[src/dac_port_pkg.sv]
// Purpose: shared constants and carriers for the serial dac write port
// Assumes: word is 16 bits, msb first, two leading and two trailing don't-care bits
// Notes: mode codes follow the two mode bits of the word
package dac_port_pkg;
  localparam int WORD_BITS = 16;
  localparam int CODE_BITS = 10;
  localparam int CNT_BITS = 5;
  localparam int MODE_HI_POS = 13;
  localparam int MODE_LO_POS = 12;
  localparam int CODE_LSB_POS = 2;
  localparam logic [CNT_BITS-1:0] LAST_BIT = 5'h10;
  localparam logic [CODE_BITS-1:0] CODE_RESET = 10'h000;
  localparam logic [CODE_BITS-1:0] CODE_FULL = 10'h3FF;
  // host side limits, kept for reference; the port and its checkers do not use them
  localparam int SCLK_MAX_MHZ = 30;
  localparam int SYNC_HIGH_MIN_NS = 33;
  localparam int CLK_PERIOD_NS = 10;
  localparam int SYNC_HIGH_MIN_CYC =
    (SYNC_HIGH_MIN_NS + CLK_PERIOD_NS - 1) / CLK_PERIOD_NS;

  typedef enum logic [1:0] {
    MODE_NORMAL,
    MODE_PD_1K,
    MODE_PD_100K,
    MODE_PD_TRISTATE
  } mode_e;

  typedef enum logic [1:0] {
    ST_IDLE,
    ST_SHIFT,
    ST_DONE
  } frame_e;

  typedef struct packed {
    logic [CODE_BITS-1:0] code;
    mode_e mode;
  } dac_out_s;

  typedef struct packed {
    logic sync_n;
    logic sclk;
    logic din;
  } pins_s;
endpackage

[src/serial_dac_write_port.sv]
// Purpose: write-only three-wire serial port of a 10-bit dac, sampled on the system clock
// Assumes: clk much faster than the serial clock; pins are asynchronous to clk
// Notes: serial clock edges are found by oversampling, not used as a clock
`timescale 1ns/1ps
module serial_dac_write_port #(
  // word shape; the field positions are fixed, so only these values elaborate
  parameter int WORD_BITS = dac_port_pkg::WORD_BITS,
  parameter int CODE_BITS = dac_port_pkg::CODE_BITS,
  parameter int CNT_BITS = dac_port_pkg::CNT_BITS
) (
  // system
  input wire logic clk,
  input wire logic srst,
  // serial pins
  input wire logic sync_n,
  input wire logic sclk,
  input wire logic din,
  // dac control
  output logic [dac_port_pkg::CODE_BITS-1:0] dac_code,
  output dac_port_pkg::mode_e dac_mode,
  output logic powered_down,
  output logic update_pulse
);

  // shapes the logic cannot serve are refused at elaboration
  if (WORD_BITS != dac_port_pkg::WORD_BITS) begin : g_word_chk
    $error("only a sixteen bit word is supported");
  end

  if (CODE_BITS != dac_port_pkg::CODE_BITS) begin : g_code_chk
    $error("only a ten bit code is supported");
  end

  if (CNT_BITS != dac_port_pkg::CNT_BITS) begin : g_cnt_chk
    $error("bit counter width must follow the package");
  end

  if ((1 << CNT_BITS) <= WORD_BITS) begin : g_cnt_room
    $error("bit counter cannot reach the last bit of a word");
  end

  if (dac_port_pkg::CODE_LSB_POS + CODE_BITS != dac_port_pkg::MODE_LO_POS) begin : g_field_chk
    $error("code field must sit right below the mode bits");
  end

  if (dac_port_pkg::LAST_BIT != WORD_BITS) begin : g_last_chk
    $error("last bit count must equal the word width");
  end

  // pin levels loaded by reset; sync_n high so no frame opens falsely
  localparam dac_port_pkg::pins_s PINS_IDLE = '{sync_n: 1'b1, sclk: 1'b0, din: 1'b0};

  typedef struct packed {
    // pin pipeline: two synchroniser stages, then one for edge finding
    dac_port_pkg::pins_s meta;
    dac_port_pkg::pins_s sync;
    dac_port_pkg::pins_s prev;
    // frame tracking
    dac_port_pkg::frame_e state;
    logic [dac_port_pkg::WORD_BITS-1:0] shift;
    logic [dac_port_pkg::CNT_BITS-1:0] count;
    // applied word
    dac_port_pkg::dac_out_s out;
    logic pd;
    logic upd;
  } state_s;

  state_s q;
  state_s d;

  // level change between the two newest synchronised samples
  function automatic logic fell(input logic prev, input logic cur);
    return prev && !cur;
  endfunction

  function automatic logic rose(input logic prev, input logic cur);
    return !prev && cur;
  endfunction

  // msb arrives first, so each new bit enters at the bottom
  function automatic logic [dac_port_pkg::WORD_BITS-1:0] shift_in(
    input logic [dac_port_pkg::WORD_BITS-1:0] w,
    input logic b);
    return {w[dac_port_pkg::WORD_BITS-2:0], b};
  endfunction

  // true when the bit now arriving is the sixteenth of the frame
  function automatic logic is_last(input logic [dac_port_pkg::CNT_BITS-1:0] c);
    logic [dac_port_pkg::CNT_BITS-1:0] n;
    n = c + 1'b1;
    return n == dac_port_pkg::LAST_BIT;
  endfunction

  // straight binary code passes untouched to the string
  function automatic dac_port_pkg::dac_out_s decode_word(
    input logic [dac_port_pkg::WORD_BITS-1:0] w);
    dac_port_pkg::dac_out_s r;
    r.mode = dac_port_pkg::mode_e'({w[dac_port_pkg::MODE_HI_POS],
                                    w[dac_port_pkg::MODE_LO_POS]});
    r.code = w[dac_port_pkg::CODE_LSB_POS +: dac_port_pkg::CODE_BITS];
    return r;
  endfunction

  // any mode but normal parks the output stage; the code is still loaded from the word
  function automatic logic powers_down(input dac_port_pkg::mode_e m);
    return m != dac_port_pkg::MODE_NORMAL;
  endfunction

  logic sclk_fall;
  logic sync_rise;
  logic sync_fall;
  logic [dac_port_pkg::WORD_BITS-1:0] next_word;
  dac_port_pkg::dac_out_s next_out;

  // outputs move three clk edges after the pin edge of the sixteenth fall;
  // the serial clock must stay high and low two clk periods each, which
  // the limit on its rate keeps only when clk is fast enough
  always_comb begin
    d = q;
    // two-stage synchroniser; the first stage feeds no logic
    d.meta = '{sync_n: sync_n, sclk: sclk, din: din};
    d.sync = q.meta;
    d.prev = q.sync;
    d.upd = 1'b0;
    sclk_fall = fell(q.prev.sclk, q.sync.sclk);
    sync_rise = rose(q.prev.sync_n, q.sync.sync_n);
    sync_fall = fell(q.prev.sync_n, q.sync.sync_n);
    // din travels beside sclk through the same flops, so it is valid at the fall
    next_word = shift_in(q.shift, q.sync.din);
    next_out = decode_word(next_word);
    case (q.state)
      dac_port_pkg::ST_IDLE: begin
        // a falling sync arms the frame; idling low without a new fall does nothing
        if (sync_fall) begin
          d.state = dac_port_pkg::ST_SHIFT;
          d.count = '0;
          d.shift = '0;
        end else begin
          d.state = dac_port_pkg::ST_IDLE;
        end
      end
      dac_port_pkg::ST_SHIFT: begin
        // abort wins over a fall seen in the same sample
        if (sync_rise) begin
          d.state = dac_port_pkg::ST_IDLE;
          d.shift = '0;
          d.count = '0;
        end else if (sclk_fall) begin
          d.shift = next_word;
          d.count = q.count + 1'b1;
          if (is_last(q.count)) begin
            d.out = next_out;
            d.pd = powers_down(next_out.mode);
            d.upd = 1'b1;
            d.state = dac_port_pkg::ST_DONE;
          end
        end else begin
          // waiting for the next fall
          d.shift = q.shift;
        end
      end
      dac_port_pkg::ST_DONE: begin
        // further edges ignored until sync returns high
        if (sync_rise) begin
          d.state = dac_port_pkg::ST_IDLE;
        end else begin
          // sync may idle low here to save power
          d.state = dac_port_pkg::ST_DONE;
        end
      end
      default: begin
        d.state = dac_port_pkg::ST_IDLE;
      end
    endcase
  end

  // pins settle through the chain within three edges of release
  always_ff @(posedge clk) begin
    if (srst) begin
      q.meta <= PINS_IDLE;
      q.sync <= PINS_IDLE;
      q.prev <= PINS_IDLE;
      q.state <= dac_port_pkg::ST_IDLE;
      q.shift <= '0;
      q.count <= '0;
      q.out.code <= dac_port_pkg::CODE_RESET;
      q.out.mode <= dac_port_pkg::MODE_NORMAL;
      q.pd <= 1'b0;
      q.upd <= 1'b0;
    end else begin
      q <= d;
    end
  end

  // a power-down write loads the code field too, like any other write
  // every output is a flop of the state
  assign dac_code = q.out.code;
  assign dac_mode = q.out.mode;
  assign powered_down = q.pd;
  assign update_pulse = q.upd;

endmodule // serial_dac_write_port

[config.mk]
export PLATFORM = sky130hd
export DESIGN_NAME = serial_dac_write_port
export DESIGN_NICKNAME = d
export VERILOG_FILES = /design/src/dac_port_pkg.sv /design/src/serial_dac_write_port.sv
export SDC_FILE = /design/constraint.sdc
export NUM_CORES = 1
export LEC_CHECK = 0
export ABC_AREA = 1
export BUFFER_PORTS_ARGS = -buffer_cell sky130_fd_sc_hd__buf_2
export CAP_MARGIN = 10
export CORE_AREA = 10 10 79 81
export CTS_CLUSTER_SIZE = 30
export DETAILED_ROUTE_END_ITERATION = 16
export DIE_AREA = 0 0 89 91
export HOLD_SLACK_MARGIN = 0.03
export PLACE_DENSITY = 0.6
export SLEW_MARGIN = 20
export SYNTH_ARGS = -nofsm -noshare
export SYNTH_HDL_FRONTEND = slang
export SYNTH_SLANG_ARGS = --single-unit
[constraint.sdc]
create_clock -name clk -period 4.13 [get_ports clk]
set_input_delay 1.239 -clock clk [delete_from_list [all_inputs] [get_ports clk]]
set_output_delay 1.239 -clock clk [all_outputs]
set_load 0.1 [all_outputs]
==> impl_metrics.sql <==
INSERT INTO impl_metrics (metric_group, metric, value, unit) VALUES
('status', 'run_status', 'complete, no violations', ''),
('finish', 'drive_gt1_share', '19.2', '%'),
('route', 'postRouteWirelength', '3.14', 'mm'),
('setup_path', 'crit_path_kind', 'register to output pin', ''),
('sta', 'worst_slew_pin_slew', '920', 'ps'),
('global_routing', 'globalRoute.totalOverflow', '0', ''),
('die', 'row_count', '25', ''),
('die', 'die_h', '91', 'um'),
('place', 'port_buffer_cells', '18', ''),
('route', 'antenna_left', '0', ''),
('setup_path', 'crit_fanout', '2', ''),
('synthesis', 'netlist-cell-type-count', '23', ''),
('route', 'detailed_router_s_first_iteration_violation_count', '75', ''),
('finish', 'final_cell_mix', 'sky130_fd_sc_hd__nand2_1 (63), sky130_fd_sc_hd__dfxtp_1 (42), sky130_fd_sc_hd__nor2_1 (24)', ''),
('sta', 'layout_setup_ws', '1840', 'ps'),
('die', 'core-area', '4660', 'sq um'),
('setup_path', 'crit_cells', '1', ''),
('sta', 'shortest_clock_period_the_worst_path_allows_after_layout', '2290', 'ps'),
('synthesis', 'ys_top_cells_by_area', 'sky130_fd_sc_hd__dfxtp_1 (47%), sky130_fd_sc_hd__nand2_1 (13%), sky130_fd_sc_hd__a21oi_1 (5.8%)', ''),
('global_routing', 'number_of_antenna_violations_at_the_first_check_in_global_routing', '0', ''),
('finish', 'layout_commonest_cell', 'sky130_fd_sc_hd__nand2_1', ''),
('sta', 'unrepaired_setup_endpoints_after_global_routing', 'false', ''),
('die', 'ios', '19', ''),
('sta', 'final.hold.worst_slack', '407', 'ps'),
('clock_tree', 'clk_pin_slew', '80', 'ps'),
('finish', 'fillCellCount', '490', ''),
('global_routing', 'via_count_of_the_first_global_routing_pass', '1223', ''),
('sta', 'fmaxAchievable', '437', 'MHz'),
('finish', 'areaGrowthSynthToFinish', '4.60', '%'),
('setup_path', 'worstPathBufferInverterCount', '1', ''),
('clock_tree', 'ctsLongestPathBuffers', '2', ''),
('clock_tree', 'tritoncts.num_buffers', '5', ''),
('synthesis', 'postSynthNetCount', '241', ''),
('setup_path', 'cp_cell_sequence', 'buf_2', ''),
('clock_tree', 'tritoncts_num_sinks', '42', ''),
('synthesis', 'yosys_warnings', '0', ''),
('clock_tree', 'tritoncts', 'built', ''),
('sta', 'report.final.hold_viol_count', '0', ''),
('setup_path', 'slowest_cell_on_the_critical_path', 'sky130_fd_sc_hd__buf_2', ''),
('clock_tree', 'cts-htree-levels', '2', ''),
('synthesis', 'avgSynthCellArea', '7.65', 'sq um'),
('power', 'power.leakage', '0.832', 'nW'),
('die', 'die_outline_area', '8100', 'sq um'),
('synthesis', 'ys_ff_latch', '42', ''),
('synthesis', 'synth_area_leader_cell', 'sky130_fd_sc_hd__dfxtp_1', ''),
('setup_path', 'critical_path_arrival', '1050', 'ps'),
('setup_path', 'worst_r2r_path_depth', '6', ''),
('min_path', 'worstHoldPathCells', '2', ''),
('sta', 'setup_tns', '0', 'ps'),
('setup_path', 'timing.critical_path.max_delay_family', 'buffers and inverters', ''),
('clock_tree', 'clk_root_buffer_cell', 'sky130_fd_sc_hd__clkbuf_8', ''),
('finish', 'multi_input_area', '723', 'sq um'),
('global_routing', 'wire_length_of_the_first_global_routing_pass', '5.51', 'mm'),
('min_path', 'min_delay_path_class', 'register to register', ''),
('global_routing', 'gr-usage-all-layers', '8.28', '%'),
('route', 'detailroute.via_count', '1352', ''),
('setup_path', 'critPathCaptureType', 'output pin', ''),
('sta', 'timing.final.setup_violations', '0', ''),
('clock_tree', 'post_cts_hold_buffer_count', '0', ''),
('die', 'floorplan.die.width', '89', 'um'),
('route', 'vias_per_cell', '4.61', ''),
('flow_run', 'number_of_maximum_capacitance_constraint_violations', '0', ''),
('clock_tree', 'insertion_delay', '290', 'ps'),
('clock_tree', 'cts_setup_buffers', '0', ''),
('sta', 'period_share', '55.4', '%'),
('synthesis', 'synth_top_cell_area_share', '46.8', '%'),
('route', 'dr.pass1.iters', '4', ''),
('global_routing', 'grt_start_max_net_pins', '29', ''),
('die', 'initial_utilization', '38.6', '%'),
('sta', 'worst_slew_margin_rel', '38.5', '%'),
('setup_path', 'cp-start-kind', 'register', '');
[per-layer routing]
metal | global-route usage, % | vias up | routed length, um
met2 | 12.6 | 17 | 1350
met1 | 9.94 | 604 | 1560
li1 | - | 726 | -
met5 | 0 | - | 0
met4 | 3.58 | 0 | 45
met3 | 3.40 | 5 | 180
[power breakdown]
group / internal, W / switching [W]
combinational: 0.0000148 / 0.0000386
sequential: 0.000411 / 0.00000386
clock: 0.000113 / 0.000133
[state kept, by name (all words and copies together) (netlist names)]
name / flops
dac_mode: 2
update_pulse: 1
q: 9
next_out: 12
dac_code: 10
next_word: 1
d: 6
powered_down: 1
[worst min-delay path, cell delays in order (launching register included)]
cell and delay [ps]:
sky130_fd_sc_hd__dfxtp_1 300, sky130_fd_sc_hd__inv_1 40, sky130_fd_sc_hd__nor2_1 30
[path summary, 6_finish.rpt]
path | from | slack (ps) | endpoint
worst max-delay path | dac_mode[0] | 1840 | dac_mode[0]
worst min-delay path | d[40] | 410 | d[37]
worst max register to register | q[35] | 2140 | dac_code[8]
worst min register to register | d[40] | 410 | d[37]
[cell families (layout without fill, tap and decap cells)]
logic type / after synthesis / count (layout) / share of synthesized area (%)
buf+inv: 42 / 46 / 13.0
fa+ha+maj: 1 / 1 / 0.696
simple gates: 126 / 126 / 32.9
compound gates: 24 / 24 / 6.68
flops: 42 / 42 / 46.8
[cell type report]
class / count / share of cell area (%)
Clock buffer: 5 / 3.66
Clock inverter: 2 / 0.533
Inverter: 21 / 4.19
Multi-Input combinational cell: 151 / 38.5
Sequential cell: 42 / 44.7
Tap cell: 54 / 3.60
Timing Repair Buffer: 18 / 4.79
[cells in the mapped netlist]
master and n:
sky130_fd_sc_hd__o21ai_0 3, sky130_fd_sc_hd__nor2_2 10, sky130_fd_sc_hd__nand4_1 4, sky130_fd_sc_hd__nand2_4 1
sky130_fd_sc_hd__nand3_1 11, sky130_fd_sc_hd__or2_2 3, sky130_fd_sc_hd__nand3_4 1, sky130_fd_sc_hd__clkbuf_1 3
sky130_fd_sc_hd__nor3_4 1, sky130_fd_sc_hd__nand3_2 1, sky130_fd_sc_hd__nand2_1 63, sky130_fd_sc_hd__a21oi_1 21
sky130_fd_sc_hd__dfxtp_1 42, sky130_fd_sc_hd__inv_2 2, sky130_fd_sc_hd__buf_1 1, sky130_fd_sc_hd__nor2_1 24
sky130_fd_sc_hd__buf_6 3, sky130_fd_sc_hd__inv_1 19, sky130_fd_sc_hd__buf_4 14, sky130_fd_sc_hd__nand2_2 2
sky130_fd_sc_hd__nor3_1 1, sky130_fd_sc_hd__nand3b_1 4, sky130_fd_sc_hd__ha_1 1
[stage by stage]
step	cell area, sq um	util [%]	std cells
global placement	1800	38.6	286
CTS	1880	40.3	293
detailed placement	1800	38.6	286
finish	1880	40.3	293
floorplan	1800	-	235
global route	1880	40.3	293
Power figures use the tool's default switching activity.
